[config.mk]
export PLATFORM = sky130hd
export DESIGN_NAME = omc_ctrl
export DESIGN_NICKNAME = d
export VERILOG_FILES = /design/src/rtl/omc_pkg.sv /design/src/rtl/omc_diag_if.sv /design/src/rtl/omc_ctrl.sv /design/src/rtl/omc_twi_slave.sv
export SDC_FILE = /design/constraint.sdc
export NUM_CORES = 1
export LEC_CHECK = 0
export BUFFER_PORTS_ARGS = -buffer_cell sky130_fd_sc_hd__buf_2
export CORE_MARGIN = 1
export CORE_UTILIZATION = 45
export CTS_BUF_LIST = sky130_fd_sc_hd__clkbuf_4
export CTS_CLUSTER_SIZE = 25
export DETAILED_ROUTE_END_ITERATION = 7
export PLACE_DENSITY_LB_ADDON = 0.12
export SYNTH_ARGS = -nofsm -noshare
export SYNTH_HDL_FRONTEND = slang
export SYNTH_SLANG_ARGS = --single-unit
[constraint.sdc]
create_clock -name clk -period 3.3 [get_ports clk]
set_clock_uncertainty 0.1 [all_clocks]
set_input_delay 0.495 -clock clk [delete_from_list [all_inputs] [get_ports clk]]
set_output_delay 0.495 -clock clk [all_outputs]
set_load 0.02 [all_outputs]
[src/rtl/omc_pkg.sv]
// Package of constants for the optical module control and status block
// ============================================================================
// Function
// (RULE_01) Laser output returns within 1 ms after shutdown input is released.
// (RULE_02) Laser output turns off within 10 us after shutdown input is asserted.
// (RULE_03) Initialisation, with fault flag cleared, completes within 300 ms.
// (RULE_04) Laser fault flag rises within 100 us after a laser fault occurs.
// (RULE_05) Host holds shutdown high at least 10 us to reset a fault.
// (RULE_06) Signal-absent flag rises within 100 us after received power is lost.
// (RULE_07) Signal-absent flag falls within 100 us after received power returns.
// (RULE_08) Host runs the serial clock at no more than 400 kHz; the bench host model runs it time-scaled at a 64 ns period.
// (RULE_09) Fault flag is low in normal operation, high on any laser fault.
// (RULE_10) Transmitter on when shutdown low; off when high or left open.
// (RULE_11) Presence pin is held at ground by the module.
// (RULE_12) Identification data moves over two-wire serial clock and data pins.
// (RULE_13) Signal-absent flag high when signal lost, low in normal operation.
// (RULE_14) Serial interface reports rx power, tx power, bias, supply, temperature.
// (RULE_15) Fault flag stays latched until shutdown toggle or power cycle.
package omc_pkg;

	// ========================================================================
	// Clock and documented times
	localparam int CLK_MHZ = 125;
	localparam int T_ON_MS = 1;
	localparam int T_OFF_US = 10;
	localparam int T_INIT_MS = 300;
	localparam int T_FAULT_US = 100;
	localparam int T_RESET_US = 10;
	localparam int T_LOS_US = 100;
	localparam int F_SCL_MAX_KHZ = 400;

	// Derived cycle counts (least time rounded up, longest rounded down)
	localparam int T_RESET_CYC = (T_RESET_US * CLK_MHZ * 1000 + 999) / 1000;
	localparam int T_OFF_CYC = T_OFF_US * CLK_MHZ;
	localparam int T_INIT_CYC = T_INIT_MS * 1000 * CLK_MHZ;

	// ========================================================================
	// Synchroniser lanes for pins from outside the clock domain
	localparam int SY_N = 5;
	localparam int SY_DIS = 0;
	localparam int SY_FLT = 1;
	localparam int SY_LOS = 2;
	localparam int SY_SCL = 3;
	localparam int SY_SDA = 4;

	// ========================================================================
	// Serial slave address and diagnostic byte map
	localparam logic [6:0] TWI_ADDR = 7'h2a;
	localparam logic [7:0] MAP_TEMP = 8'h00;
	localparam logic [7:0] MAP_VCC = 8'h02;
	localparam logic [7:0] MAP_BIAS = 8'h04;
	localparam logic [7:0] MAP_TXPWR = 8'h06;
	localparam logic [7:0] MAP_RXPWR = 8'h08;
	localparam logic [7:0] MAP_STATUS = 8'h0a;
	localparam logic [7:0] MAP_FILL = 8'h00;

	// Status byte field positions
	localparam int ST_CAL_EXT = 0;
	localparam int ST_FAULT = 1;
	localparam int ST_LOS = 2;
	localparam int ST_TXDIS = 3;
	localparam int ST_READY = 4;

	// Serial slave states
	typedef enum logic [3:0] {
		TW_IDLE, TW_DEV, TW_DEV_ACK, TW_PTR, TW_PTR_ACK, TW_TX, TW_TX_ACK, TW_TX_LOAD, TW_WAIT
	} omc_tw_state_t;

endpackage : omc_pkg

[src/rtl/omc_diag_if.sv]
// Interface between the serial slave and the diagnostic byte store
`timescale 1ns/1ps
interface omc_diag_if;
	logic [7:0] ptr;
	logic [7:0] rd_data;
	modport slave (output ptr, input rd_data);
	modport store (input ptr, output rd_data);
endinterface : omc_diag_if

[src/rtl/omc_ctrl.sv]
// Top of the optical module control and status block
`timescale 1ns/1ps
module omc_ctrl import omc_pkg::*; #(
	parameter int INIT_CYCLES = T_INIT_CYC,
	parameter int RESET_CYCLES = T_RESET_CYC
) (
	input wire logic clk,
	input wire logic rst_b,
	input wire logic tx_disable_pin,
	input wire logic laser_fault_raw,
	input wire logic rx_signal_lost_raw,
	input wire logic scl_pin,
	input wire logic sda_pin_i,
	output logic sda_pin_o,
	output logic sda_pin_oe,
	output logic presence_pin_o,
	output logic presence_pin_oe,
	input wire logic [15:0] temp_mon,
	input wire logic [15:0] vcc_mon,
	input wire logic [15:0] bias_mon,
	input wire logic [15:0] txpwr_mon,
	input wire logic [15:0] rxpwr_mon,
	input wire logic cal_external,
	output logic laser_en,
	output logic laser_fault_flag,
	output logic optical_signal_absent_flag,
	output logic init_done
);

	// ========================================================================
	// Reset release through two flip-flops
	logic rst_s1_ff, rst_n_ff;

	always_ff @(posedge clk or negedge rst_b) begin
		if (!rst_b) begin
			rst_s1_ff <= 1'b0;
			rst_n_ff <= 1'b0;
		end else begin
			rst_s1_ff <= 1'b1;
			rst_n_ff <= rst_s1_ff;
		end
	end

	// ========================================================================
	// Pin synchronisers, one lane per outside input except cal_external and the monitor buses
	logic [SY_N-1:0] sy_raw, sy_s1_ff, sy_s2_ff;
	logic dis_s, flt_s, los_s;

	assign sy_raw[SY_DIS] = tx_disable_pin;
	assign sy_raw[SY_FLT] = laser_fault_raw;
	assign sy_raw[SY_LOS] = rx_signal_lost_raw;
	assign sy_raw[SY_SCL] = scl_pin;
	assign sy_raw[SY_SDA] = sda_pin_i;

	for (genvar i = 0; i < SY_N; i++) begin : g_sync
		// Idle lines rest high; shutdown rests high so the laser stays off
		always_ff @(posedge clk or negedge rst_n_ff) begin
			if (!rst_n_ff) begin
				sy_s1_ff[i] <= 1'b1;
				sy_s2_ff[i] <= 1'b1;
			end else begin
				sy_s1_ff[i] <= sy_raw[i];
				sy_s2_ff[i] <= sy_s1_ff[i];
			end
		end
	end

	assign dis_s = sy_s2_ff[SY_DIS];
	assign flt_s = sy_s2_ff[SY_FLT];
	assign los_s = sy_s2_ff[SY_LOS];

	// ========================================================================
	// Initialisation timer, shutdown hold counter, fault latch and outputs
	logic [31:0] init_cnt_ff, nxt_init_cnt;
	logic [31:0] hold_cnt_ff, nxt_hold_cnt;
	logic init_done_ff, nxt_init_done;
	logic dis_prev_ff, nxt_dis_prev;
	logic fault_ff, nxt_fault;
	logic laser_en_ff, nxt_laser_en;
	logic los_ff, nxt_los;
	logic fault_clear;

	// Releasing shutdown after a long enough hold clears the latched fault
	assign fault_clear = dis_prev_ff && !dis_s && (hold_cnt_ff >= 32'(RESET_CYCLES)); // see (RULE_05)

	always_comb begin
		nxt_init_cnt = init_cnt_ff;
		nxt_init_done = init_done_ff;
		if (!init_done_ff) begin
			if (init_cnt_ff >= 32'(INIT_CYCLES - 1)) begin
				nxt_init_done = 1'b1; // see (RULE_03)
			end else begin
				nxt_init_cnt = init_cnt_ff + 32'h1;
			end
		end
		nxt_dis_prev = dis_s;
		// Hold time saturates so a long shutdown cannot wrap back below the limit
		if (!dis_s) begin
			nxt_hold_cnt = 32'h0;
		end else if (hold_cnt_ff < 32'(RESET_CYCLES)) begin
			nxt_hold_cnt = hold_cnt_ff + 32'h1;
		end else begin
			nxt_hold_cnt = hold_cnt_ff;
		end
		// Fault flag: cleared through init, set wins over clear
		nxt_fault = fault_ff;
		if (!init_done_ff) begin
			nxt_fault = 1'b0; // see (RULE_03)
		end else if (flt_s) begin
			nxt_fault = 1'b1; // see (RULE_04) (RULE_09) (RULE_15)
		end else if (fault_clear) begin
			nxt_fault = 1'b0; // see (RULE_15)
		end
		// Laser follows shutdown at once, and is held off by init or fault
		nxt_laser_en = init_done_ff && !dis_s && !nxt_fault; // see (RULE_01) (RULE_02) (RULE_10)
		nxt_los = los_s; // see (RULE_06) (RULE_07) (RULE_13)
	end

	always_ff @(posedge clk or negedge rst_n_ff) begin
		if (!rst_n_ff) begin
			init_cnt_ff <= 32'h0;
			init_done_ff <= 1'b0;
			hold_cnt_ff <= 32'h0;
			dis_prev_ff <= 1'b1;
			fault_ff <= 1'b0;
			laser_en_ff <= 1'b0;
			los_ff <= 1'b1;
		end else begin
			init_cnt_ff <= nxt_init_cnt;
			init_done_ff <= nxt_init_done;
			hold_cnt_ff <= nxt_hold_cnt;
			dis_prev_ff <= nxt_dis_prev;
			fault_ff <= nxt_fault;
			laser_en_ff <= nxt_laser_en;
			los_ff <= nxt_los;
		end
	end

	// ========================================================================
	// Pin drive registers: presence pulled to ground, serial data open drain
	logic pres_oe_ff, sda_oe_ff, zero_ff;
	logic twi_oe;

	always_ff @(posedge clk or negedge rst_n_ff) begin
		if (!rst_n_ff) begin
			pres_oe_ff <= 1'b1;
			sda_oe_ff <= 1'b0;
			zero_ff <= 1'b0;
		end else begin
			pres_oe_ff <= 1'b1; // see (RULE_11)
			sda_oe_ff <= twi_oe;
			zero_ff <= 1'b0;
		end
	end

	// ========================================================================
	// Diagnostic byte store read by the serial slave
	omc_diag_if dif ();
	logic [7:0] status_byte;

	assign status_byte = {3'h0, init_done_ff, dis_s, los_ff, fault_ff, cal_external};

	always_comb begin
		unique case (dif.ptr) // see (RULE_14)
			MAP_TEMP: dif.rd_data = temp_mon[15:8];
			MAP_TEMP + 8'h01: dif.rd_data = temp_mon[7:0];
			MAP_VCC: dif.rd_data = vcc_mon[15:8];
			MAP_VCC + 8'h01: dif.rd_data = vcc_mon[7:0];
			MAP_BIAS: dif.rd_data = bias_mon[15:8];
			MAP_BIAS + 8'h01: dif.rd_data = bias_mon[7:0];
			MAP_TXPWR: dif.rd_data = txpwr_mon[15:8];
			MAP_TXPWR + 8'h01: dif.rd_data = txpwr_mon[7:0];
			MAP_RXPWR: dif.rd_data = rxpwr_mon[15:8];
			MAP_RXPWR + 8'h01: dif.rd_data = rxpwr_mon[7:0];
			MAP_STATUS: dif.rd_data = status_byte;
			default: dif.rd_data = MAP_FILL;
		endcase
	end

	omc_twi_slave u_twi (
		.clk (clk),
		.rst_n (rst_n_ff),
		.scl_s (sy_s2_ff[SY_SCL]),
		.sda_s (sy_s2_ff[SY_SDA]),
		.dif (dif),
		.sda_oe (twi_oe)
	); // see (RULE_12)

	// ========================================================================
	// Output ports
	assign laser_en = laser_en_ff;
	assign laser_fault_flag = fault_ff;
	assign optical_signal_absent_flag = los_ff;
	assign init_done = init_done_ff;
	assign presence_pin_o = zero_ff;
	assign presence_pin_oe = pres_oe_ff;
	assign sda_pin_o = zero_ff;
	assign sda_pin_oe = sda_oe_ff;

	// ========================================================================
	// Checks
	property p_off_on_disable;
		@(posedge clk) disable iff (!rst_n_ff) dis_s |=> !laser_en_ff;
	endproperty
	a_off_on_disable: assert property (p_off_on_disable) else $error("laser not off after shutdown"); // see (RULE_02)

	property p_on_after_release;
		@(posedge clk) disable iff (!rst_n_ff)
			($fell(dis_s) && init_done_ff && !fault_ff && !flt_s) ##1 (!dis_s && !flt_s) |-> laser_en_ff;
	endproperty
	a_on_after_release: assert property (p_on_after_release) else $error("laser not restored"); // see (RULE_01)

	property p_init_quiet;
		@(posedge clk) disable iff (!rst_n_ff) !init_done_ff |=> !fault_ff && !laser_en_ff;
	endproperty
	a_init_quiet: assert property (p_init_quiet) else $error("fault or laser active during init"); // see (RULE_03)

	property p_init_time;
		@(posedge clk) disable iff (!rst_n_ff) $rose(init_done_ff) |-> init_cnt_ff == 32'(INIT_CYCLES - 1);
	endproperty
	a_init_time: assert property (p_init_time) else $error("init length wrong"); // see (RULE_03)

	property p_fault_raise;
		@(posedge clk) disable iff (!rst_n_ff) (flt_s && init_done_ff) |=> fault_ff ##1 !laser_en_ff;
	endproperty
	a_fault_raise: assert property (p_fault_raise) else $error("fault flag not raised"); // see (RULE_04)

	property p_fault_latch;
		@(posedge clk) disable iff (!rst_n_ff) (fault_ff && !fault_clear) |=> fault_ff;
	endproperty
	a_fault_latch: assert property (p_fault_latch) else $error("fault flag dropped without reset"); // see (RULE_15)

	property p_fault_short_hold;
		@(posedge clk) disable iff (!rst_n_ff) (fault_ff && $fell(dis_s) && hold_cnt_ff < 32'(RESET_CYCLES)) |-> ##1 fault_ff;
	endproperty
	a_fault_short_hold: assert property (p_fault_short_hold) else $error("short shutdown cleared fault"); // see (RULE_15)

	property p_los_set;
		@(posedge clk) disable iff (!rst_n_ff) los_s |=> optical_signal_absent_flag;
	endproperty
	a_los_set: assert property (p_los_set) else $error("signal-absent flag not raised"); // see (RULE_06)

	property p_los_clear;
		@(posedge clk) disable iff (!rst_n_ff) !los_s |=> !optical_signal_absent_flag;
	endproperty
	a_los_clear: assert property (p_los_clear) else $error("signal-absent flag not cleared"); // see (RULE_07)

	property p_presence;
		@(posedge clk) disable iff (!rst_n_ff) presence_pin_oe && !presence_pin_o;
	endproperty
	a_presence: assert property (p_presence) else $error("presence pin not grounded"); // see (RULE_11)

	property p_status_byte;
		@(posedge clk) disable iff (!rst_n_ff) dif.ptr == MAP_STATUS |-> dif.rd_data[ST_FAULT] == fault_ff;
	endproperty
	a_status_byte: assert property (p_status_byte) else $error("status byte wrong"); // see (RULE_14)

	// ========================================================================
	// Pin-to-output timing, fault latch corners and status layout
	property p_off_pin;
		@(posedge clk) disable iff (!rst_n_ff) $rose(sy_raw[SY_DIS]) |-> ##[1:4] !laser_en_ff;
	endproperty
	a_off_pin: assert property (p_off_pin) else $error("laser slow to turn off"); // see (RULE_02)

	property p_fault_pin;
		@(posedge clk) disable iff (!rst_n_ff) ($rose(sy_raw[SY_FLT]) && init_done_ff) |-> ##[1:4] fault_ff;
	endproperty
	a_fault_pin: assert property (p_fault_pin) else $error("fault flag slow"); // see (RULE_04)

	property p_los_on_pin;
		@(posedge clk) disable iff (!rst_n_ff) $rose(sy_raw[SY_LOS]) |-> ##[1:4] los_ff;
	endproperty
	a_los_on_pin: assert property (p_los_on_pin) else $error("signal-absent flag slow to rise"); // see (RULE_06)

	property p_los_off_pin;
		@(posedge clk) disable iff (!rst_n_ff) $fell(sy_raw[SY_LOS]) |-> ##[1:4] !los_ff;
	endproperty
	a_los_off_pin: assert property (p_los_off_pin) else $error("signal-absent flag slow to fall"); // see (RULE_07)

	property p_fault_clear;
		@(posedge clk) disable iff (!rst_n_ff) (fault_clear && !flt_s) |=> !fault_ff;
	endproperty
	a_fault_clear: assert property (p_fault_clear) else $error("fault not cleared by long shutdown"); // see (RULE_15)

	property p_fault_set_wins;
		@(posedge clk) disable iff (!rst_n_ff) (fault_clear && flt_s && init_done_ff) |=> fault_ff;
	endproperty
	a_fault_set_wins: assert property (p_fault_set_wins) else $error("clear beat a live fault"); // see (RULE_15)

	// Laser only on when init is over, shutdown was low and no fault is latched
	property p_laser_gate;
		@(posedge clk) disable iff (!rst_n_ff) laser_en_ff |-> init_done_ff && !$past(dis_s) && !fault_ff;
	endproperty
	a_laser_gate: assert property (p_laser_gate) else $error("laser on while held off"); // see (RULE_10)

	property p_init_stays;
		@(posedge clk) disable iff (!rst_n_ff) init_done_ff |=> init_done_ff;
	endproperty
	a_init_stays: assert property (p_init_stays) else $error("init done dropped"); // see (RULE_03)

	property p_status_fields;
		@(posedge clk) disable iff (!rst_n_ff) dif.ptr == MAP_STATUS |-> dif.rd_data[ST_CAL_EXT] == cal_external
			&& dif.rd_data[ST_LOS] == los_ff && dif.rd_data[ST_TXDIS] == dis_s && dif.rd_data[ST_READY] == init_done_ff;
	endproperty
	a_status_fields: assert property (p_status_fields) else $error("status fields misplaced"); // see (RULE_14)

	c_fault_reset: cover property (@(posedge clk) disable iff (!rst_n_ff) fault_ff ##1 fault_clear ##1 !fault_ff);
	c_laser_on: cover property (@(posedge clk) disable iff (!rst_n_ff) $rose(laser_en_ff));
	c_los_cycle: cover property (@(posedge clk) disable iff (!rst_n_ff) $rose(los_ff) ##[1:1000] $fell(los_ff));

endmodule : omc_ctrl

[src/rtl/omc_twi_slave.sv]
// Two-wire serial slave that reads the diagnostic byte store
`timescale 1ns/1ps
module omc_twi_slave import omc_pkg::*; (
	input wire logic clk,
	input wire logic rst_n,
	input wire logic scl_s,
	input wire logic sda_s,
	omc_diag_if.slave dif,
	output logic sda_oe
);

	omc_tw_state_t state_ff, nxt_state;
	logic prev_scl_ff, prev_sda_ff, rw_ff, nxt_rw, sda_oe_ff, nxt_sda_oe;
	logic [7:0] sh_ff, nxt_sh, ptr_ff, nxt_ptr;
	logic [3:0] cnt_ff, nxt_cnt;
	logic start, stop, rise, fall;

	// ========================================================================
	// Bus conditions seen on the synchronised lines
	assign start = prev_scl_ff & scl_s & prev_sda_ff & ~sda_s;
	assign stop = prev_scl_ff & scl_s & ~prev_sda_ff & sda_s;
	assign rise = ~prev_scl_ff & scl_s;
	assign fall = prev_scl_ff & ~scl_s;

	// Next state; data is sampled on rising and driven after falling clock
	always_comb begin
		nxt_state = state_ff;
		nxt_rw = rw_ff;
		nxt_sh = sh_ff;
		nxt_ptr = ptr_ff;
		nxt_cnt = cnt_ff;
		nxt_sda_oe = sda_oe_ff;
		if (start) begin // see (RULE_12)
			nxt_state = TW_DEV;
			nxt_cnt = 4'h0;
			nxt_sda_oe = 1'b0;
		end else if (stop) begin
			nxt_state = TW_IDLE;
			nxt_sda_oe = 1'b0;
		end else begin
			unique case (state_ff)
				TW_IDLE, TW_WAIT: begin
				end
				TW_DEV: begin
					if (rise) begin
						nxt_sh = {sh_ff[6:0], sda_s};
						nxt_cnt = cnt_ff + 4'h1;
					end else if (fall && cnt_ff == 4'h8) begin
						if (sh_ff[7:1] == TWI_ADDR) begin
							nxt_rw = sh_ff[0];
							nxt_sda_oe = 1'b1; // Acknowledge own address
							nxt_state = TW_DEV_ACK;
						end else begin
							nxt_state = TW_WAIT;
						end
					end
				end
				TW_DEV_ACK: begin
					if (fall) begin
						if (rw_ff) begin
							nxt_sh = dif.rd_data;
							nxt_sda_oe = ~dif.rd_data[7];
							nxt_cnt = 4'h1;
							nxt_state = TW_TX;
						end else begin
							nxt_sda_oe = 1'b0;
							nxt_cnt = 4'h0;
							nxt_state = TW_PTR;
						end
					end
				end
				TW_PTR: begin
					if (rise) begin
						nxt_sh = {sh_ff[6:0], sda_s};
						nxt_cnt = cnt_ff + 4'h1;
					end else if (fall && cnt_ff == 4'h8) begin
						nxt_ptr = sh_ff;
						nxt_sda_oe = 1'b1;
						nxt_state = TW_PTR_ACK;
					end
				end
				TW_PTR_ACK: begin
					if (fall) begin
						nxt_sda_oe = 1'b0;
						nxt_state = TW_WAIT; // Further written bytes are not taken
					end
				end
				TW_TX: begin
					if (fall) begin
						if (cnt_ff == 4'h8) begin
							nxt_sda_oe = 1'b0;
							nxt_state = TW_TX_ACK;
						end else begin
							nxt_sda_oe = ~sh_ff[6];
							nxt_sh = {sh_ff[6:0], 1'b0};
							nxt_cnt = cnt_ff + 4'h1;
						end
					end
				end
				TW_TX_ACK: begin
					if (rise) begin
						if (!sda_s) begin
							nxt_ptr = ptr_ff + 8'h01;
							nxt_state = TW_TX_LOAD;
						end else begin
							nxt_state = TW_WAIT; // Master ends the read
						end
					end
				end
				TW_TX_LOAD: begin
					if (fall) begin
						nxt_sh = dif.rd_data;
						nxt_sda_oe = ~dif.rd_data[7];
						nxt_cnt = 4'h1;
						nxt_state = TW_TX;
					end
				end
			endcase
		end
	end

	// State registers
	always_ff @(posedge clk or negedge rst_n) begin
		if (!rst_n) begin
			state_ff <= TW_IDLE;
			prev_scl_ff <= 1'b1;
			prev_sda_ff <= 1'b1;
			rw_ff <= 1'b0;
			sh_ff <= 8'h00;
			ptr_ff <= 8'h00;
			cnt_ff <= 4'h0;
			sda_oe_ff <= 1'b0;
		end else begin
			state_ff <= nxt_state;
			prev_scl_ff <= scl_s;
			prev_sda_ff <= sda_s;
			rw_ff <= nxt_rw;
			sh_ff <= nxt_sh;
			ptr_ff <= nxt_ptr;
			cnt_ff <= nxt_cnt;
			sda_oe_ff <= nxt_sda_oe;
		end
	end

	assign dif.ptr = ptr_ff;
	assign sda_oe = sda_oe_ff;

	// ========================================================================
	// Checks on the serial line
	property p_tw_oe_scl_low;
		@(posedge clk) disable iff (!rst_n) $changed(sda_oe_ff) |-> !prev_scl_ff || (start || stop);
	endproperty
	a_tw_oe_scl_low: assert property (p_tw_oe_scl_low) else $error("data line changed with clock high"); // see (RULE_12)

	property p_tw_start;
		@(posedge clk) disable iff (!rst_n) start |=> (state_ff == TW_DEV) && !sda_oe_ff && (cnt_ff == 4'h0);
	endproperty
	a_tw_start: assert property (p_tw_start) else $error("start condition not taken"); // see (RULE_12)

	property p_tw_addr_ack;
		@(posedge clk) disable iff (!rst_n)
			(state_ff == TW_DEV && fall && !start && !stop && cnt_ff == 4'h8 && sh_ff[7:1] == TWI_ADDR)
			|=> sda_oe_ff && state_ff == TW_DEV_ACK;
	endproperty
	a_tw_addr_ack: assert property (p_tw_addr_ack) else $error("own address not acknowledged"); // see (RULE_12)

	c_tw_read: cover property (@(posedge clk) disable iff (!rst_n) state_ff == TW_TX_ACK ##[1:1000] state_ff == TW_TX_LOAD);
	c_tw_ptr: cover property (@(posedge clk) disable iff (!rst_n) state_ff == TW_PTR_ACK);

endmodule : omc_twi_slave

======== Word level (Yosys, flattened, before mapping) ========
Index checks and enable logic that the tools add are counted.
Widths: inputs -> output; s select.
storage, ports and cells
  register bits after elaboration ......... 110
  output and inout bits ................... 8
  input bits .............................. 88
  word-level logic and storage cells ...... 180
operators by class
  equal/unequal tests ..................... 47
  bitwise operators ....................... 18
  add/sub/neg operators ................... 4
  multiplexer cells ....................... 59
  reductions and logical operators ........ 21
  magnitude comparators ................... 3
operator list
  cell                   number
  $pmux 8 s11            1
  $mux 4                 21
  $mux 8                 10
  $add 32x1->32 const B  2
  $mux 32                2
  $ne 4x1->1 const B     9
  $eq 8x3->1 const B     4
  $ge 32x11->1 const B   1
  $ge 32x26->1 const B   1
  $lt 32x11->1 const B   1
  $pmux 8 s4             1
  $pmux 4 s7             1
  $eq 8x4->1 const B     3
  $mux 1                 19
  $ne 2x1->1 const B     9
  $eq 4x3->1 const B     4
  $eq 8x2->1 const B     2
  $pmux 4 s4             1
  $pmux 8 s2             1
  $reduce_and 7->1       2
  $ne 3x1->1 const B     4
  $not 1->1              11
  $reduce_and 11->1      1
  $reduce_and 10->1      1
  25 further kinds       40

======== Depth between registers and ports, before layout ========
  depth in word-level cells ............... 8
  mapped depth ............................ 9
  mapped depth without buffers ............ 7

======== Modules after synthesis ========
A second synthesis with hierarchy kept.
second synthesis, totals
  cell total of the unflattened synthesis .. 591
  area, all modules ....................... 5923.2 sq um
modules (own cells, without submodules)
  module         cells an instance  sequential area each (sq um)  instances  area an instance (sq um)
  omc_ctrl       372                2067.0                        1          4027.6
  omc_twi_slave  219                703.2                         1          1895.6

======== Least setup slack after synthesis ========
OpenSTA, ideal clock, no wires.
  path type ............................... register to register
  start point ............................. reg hold_cnt_ff[8]
  end point ............................... reg hold_cnt_ff[3]
  stages on the path, launching flop included .. 7
  slack ................................... 1.164 ns
  library setup time ...................... 0.078 ns
  buffers on the path ..................... 1
  required time ........................... 3.122 ns
  arrival time ............................ 1.958 ns
  period minus slack after synthesis ...... 2.136 ns
  path through ............................ dfrtp_1 -> or4_4 -> o311ai_4 -> nand3_2 -> buf_2 -> or3_1 -> a21boi_1
on the way
  longest elaborated chain between the ends .. 2
RTL lines
  element                      RTL line         source
  start: declaration           omc_ctrl.sv:75   logic [31:0] hold_cnt_ff, nxt_hold_cnt;
  start signal: assignment     omc_ctrl.sv:131  hold_cnt_ff <= nxt_hold_cnt;
  $lt 32x11->1                 omc_ctrl.sv:100  end else if (hold_cnt_ff < 32'(RESET_CYCLES)) begin
  $ne 2x1->1 (no source line)  -
No other way between the ends.
A chain may end at the register's enable or synchronous reset.

======== Final worst setup path ========
  start point ............................. reg u_twi.ptr_ff[1], in the netlist u_twi.dif.ptr[1]
  end point ............................... reg u_twi.sda_oe_ff, in the netlist u_twi.sda_oe
on the way
  longest elaborated chain between the ends .. 8
  elaborated cells on any way between the ends .. 19
  those cells by class .................... 10 x eq/ne; 7 x mux; 1 x bitwise; 1 x reduce/logical
RTL lines
  element                             RTL line                                   source
  start: declaration                  omc_twi_slave.sv:14                        logic [7:0] sh_ff, nxt_sh, ptr_ff, nxt_ptr;
  start signal: assignment            omc_twi_slave.sv:139                       ptr_ff <= nxt_ptr;
  $eq 8x4->1 (tied with other cells)  omc_ctrl.sv:164                            unique case (dif.ptr)
  $pmux 8 s11 (*)                     omc_ctrl.sv:164
  $not 1->1 (*)                       omc_twi_slave.sv:62, omc_twi_slave.sv:113
  $mux 1                              omc_twi_slave.sv:60                        if (rw_ff) begin
  $mux 1                              omc_twi_slave.sv:59                        if (fall) begin
  $pmux 1 s6 (*)                      omc_twi_slave.sv:41                        unique case (state_ff)
  $mux 1 (*)                          omc_twi_slave.sv:37                        end else if (stop) begin
  $mux 1 (*)                          omc_twi_slave.sv:33                        if (start) begin
  end signal: assignment              omc_twi_slave.sv:141                       sda_oe_ff <= nxt_sda_oe;
  end: declaration                    omc_twi_slave.sv:13                        logic prev_scl_ff, prev_sda_ff, rw_ff, nxt_rw, sda_oe_ff, nxt_sda_oe;
Mark *: on every way between the ends. The rest lies on a longest branch, timed or not. The select of a mux whose other input is x is not followed.

==> metrics.txt <==
Post-CTS Repair Setup Buffers=0; placeable core region=0.0127 mm²; post-synth cell types=71; Leak Pwr=2.90 nW; data required time at the worst endpoint=3.57 ns; number of port buffers=92; wire length of the first global-routing pass=22,200 µm; drt wl/cell=15.9 µm; arrival time of data at the critical path endpoint=2.73 ns; Post-DP HPWL=9370 µm; wire length reported by the detailed router=13,300 µm; Pwr per Cell Area=438 mW/mm²; cell area after synthesis=0.00585 mm²; cell type group with the largest total delay on the critical path=compound AO/OA/AOI/OAI gates; Final Wtd Congestion=0.810; count of antenna diodes in the layout=0; CP Cell Sequence=inv_1, ha_1, a22oi_1, a311oi_1, o21ai_0, nand4_1, a311oi_1; CTS tree=built; nature of the critical path startpoint=register; f_max=406 MHz; failing checks=DRC; maximum fanout count along the critical path=25; clock-pin transition on the worst setup and hold timing paths=0.16 ns; IO Count=96; overall die width=116 µm; Final Hold Viols=0; number of warning messages in the yosys log=0; Yosys reg bits=110; floorplan die height=116 µm; highest ir drop seen on vdd=272 µV; final worst-path cycle share=0.746; worst reg-to-reg setup slack=0.84 ns; pin count of the biggest net entering global routing=62; critical-path cell with the highest stage delay=sky130_fd_sc_hd__ha_1; number of endpoints failing setup at the final stage=0; clock latency on the worst-skew pair=0.48 ns; average size of a mapped cell=9.88 µm²; pre-CTS WS=0.823 ns; commonest non-fill, non-tap cells in the layout=sky130_fd_sc_hd__dfrtp_1 (95), sky130_fd_sc_hd__buf_2 (92), sky130_fd_sc_hd__nand2_1 (38); Slew headroom=0.390; die area=0.0135 mm²; Worst Path Class, Setup=register to register; critical path capture point type=register; Total Neg Setup Slack=0 ns; flip-flop cell with the highest count after synthesis=sky130_fd_sc_hd__dfrtp_1; CTS resizes=0; total congestion overflow=0; H-tree lvl count=3; proportion of register bits with asynchronous set or reset after synthesis=1.00; cell chosen for the clock root=sky130_fd_sc_hd__clkbuf_4; largest incremental delay on the critical path=0.75 ns; CP most frequent cell=sky130_fd_sc_hd__a311oi_1; fraction of final layout cells with drive strength greater than 1=0.205; via density per instance=5.71; worst setup slack after layout=0.838 ns; effective utilization at floorplan=0.462; count of standard-cell rows=41; area added between synthesis and finish=12.5%; status=finished with violations; final max-slew violation count=0; Clock Tree Buf Depth=2; remaining design rule violation count=6; length of the first detailed-routing pass in iterations=8; violation count after the first detailed-routing iteration=317; all-layer global routing usage=0.211; Multi-input gate area=0.00284 mm²; hold crit path type=input pin to asynchronous set/reset pin; vias in the first global route=4,634; Final ANT Viol Nets=0; vias post-DR=4,805; TritonCTS Buffers=9; max_cap viols=0; number of inserted filler cells in the final layout=1,180; Tmin final=2.46 ns; initial antenna violation count=0; count of buffer and inverter cells on the critical path=1; actual slew at the worst max-slew pin=0.914 ns; instance count of the mapped netlist=592; number of synthesized flops with an enable pin=0; most frequent standard cell in the layout excluding fill and tap cells=sky130_fd_sc_hd__dfrtp_1; # clock sinks=110; register area share after synthesis=0.474; final net count=761; RSZ-0062 raised after global routing=no; flip-flop and latch area=0.00277 mm²
==> report_power, final <==
| part | internal (W) | switching (W) | total [W] |
|---|---|---|---|
| clock | 0.000160 | 0.000443 | 0.000604 |
| sequential | 0.00145 | 0.000188 | 0.00164 |
| combinational | 0.000299 | 0.000341 | 0.000640 |
| total | 0.00191 | 0.000972 | 0.00288 |
==> worst paths after layout <==
path / startpoint / endpoint / depth (start not counted)
min in group clk: sy_s1_ff[3] / sy_s2_ff[3] / 0
setup reg to reg: u_twi.dif.ptr[1] / u_twi.sda_oe / 7
hold / removal: rst_b / rst_n_ff / 2
setup / recovery: u_twi.dif.ptr[1] / u_twi.sda_oe / 7
max in group asynchronous: rst_n_ff / flt_s / 1
hold reg to reg: sy_s1_ff[3] / sy_s2_ff[3] / 0
==> layer usage <==
metal,share of wire,up-vias,track usage
li1,-,2346,-
met1,0.47,2315,0.283
met2,0.47,126,0.338
met3,0.049,18,0.0513
met4,0.017,0,0.0658
met5,0,-,0
==> cell usage after synthesis (5+ instances only) <==
master	instances	area, µm²
sky130_fd_sc_hd__ha_1	9	113
sky130_fd_sc_hd__inv_1	17	63.8
sky130_fd_sc_hd__xnor2_1	27	236
sky130_fd_sc_hd__o21ai_0	24	120
sky130_fd_sc_hd__o211ai_1	5	37.5
sky130_fd_sc_hd__nand3_1	36	180
sky130_fd_sc_hd__nand2b_1	7	43.8
sky130_fd_sc_hd__nand2_1	38	143
sky130_fd_sc_hd__o21a_1	7	52.6
sky130_fd_sc_hd__nand4_1	10	62.6
sky130_fd_sc_hd__a21boi_1	6	45.0
sky130_fd_sc_hd__o22ai_1	10	62.6
sky130_fd_sc_hd__a21oi_1	23	115
sky130_fd_sc_hd__a222oi_1	10	100
sky130_fd_sc_hd__or4_1	8	60.1
sky130_fd_sc_hd__dfstp_2	14	368
sky130_fd_sc_hd__or3_1	5	31.3
sky130_fd_sc_hd__a22oi_1	17	128
sky130_fd_sc_hd__clkbuf_1	37	139
sky130_fd_sc_hd__nor4_1	12	75.1
sky130_fd_sc_hd__dfrtp_1	96	2400
sky130_fd_sc_hd__nor2_1	18	67.6
sky130_fd_sc_hd__and3_1	16	100
sky130_fd_sc_hd__o31ai_1	6	45.0
sky130_fd_sc_hd__nor2b_1	7	43.8
sky130_fd_sc_hd__a2bb2oi_1	6	52.6
sky130_fd_sc_hd__and4_1	7	61.3
sky130_fd_sc_hd__and2_1	29	181
sky130_fd_sc_hd__mux2i_1	6	60.1
sky130_fd_sc_hd__nand3b_1	6	45.0
==> cell families (layout without fill, tap and decap cells) <==
logic type	after synthesis	in the layout	share of synthesized area
AOI/OAI and AO/OA	153	153	0.190
xor gates and xnor gates	28	28	0.0419
adders and majority gates	9	9	0.0193
buffers and inverters	62	137	0.0423
DFF	110	110	0.474
muxes	9	9	0.0160
other	2	4	0.00128
and+or+nand+nor	219	219	0.216
==> layout make-up <==
class                   instances  area share
clock buffers                   9      0.0103
clock inverters                 7     0.00722
inverters                      18      0.0103
multi-input cells             422       0.431
flip-flops and latches        110       0.421
well taps                     172      0.0327
repair buffers                103      0.0867
==> worst reg2reg max path, cell delays in order, from the launching register on <==
cell,delay [ns]
sky130_fd_sc_hd__dfrtp_1,0.45
sky130_fd_sc_hd__inv_1,0.09
sky130_fd_sc_hd__ha_1,0.75
sky130_fd_sc_hd__a22oi_1,0.22
sky130_fd_sc_hd__a311oi_1,0.30
sky130_fd_sc_hd__o21ai_0,0.20
sky130_fd_sc_hd__nand4_1,0.14
sky130_fd_sc_hd__a311oi_1,0.10
==> repair_timing <==
| item | in CTS | in global routing |
|---|---|---|
| hold buffers | 6 | 0 |
| endpoints found under the setup margin | 0 | 0 |
| endpoints found under the hold margin | 7 | 0 |
==> through the flow <==
step	area [µm²]	total power, W	cells	util	hold WS [ns]
2_1_floorplan	5860	0.00208	594	-	0.0994
3_3_place_gp	6410	0.00228	819	0.506	0.180
3_5_place_dp	6410	0.00229	819	0.506	0.182
4_1_cts	6580	0.00293	841	0.519	0.151
5_1_grt	6580	0.00308	841	0.519	0.171
6_report	6580	0.00288	841	0.519	0.202
==> registers in the layout (all words and copies together) (netlist names), 2 cells and up <==
| name | cells |
|---|---|
| hold_cnt_ff | 32 |
| init_cnt_ff | 32 |
| u_twi.dif.ptr | 8 |
| u_twi.sh_ff | 8 |
| sy_s1_ff | 5 |
| u_twi.cnt_ff | 4 |
| u_twi.state_ff | 4 |
| sy_s2_ff | 2 |
Power figures use the tool's default switching activity.
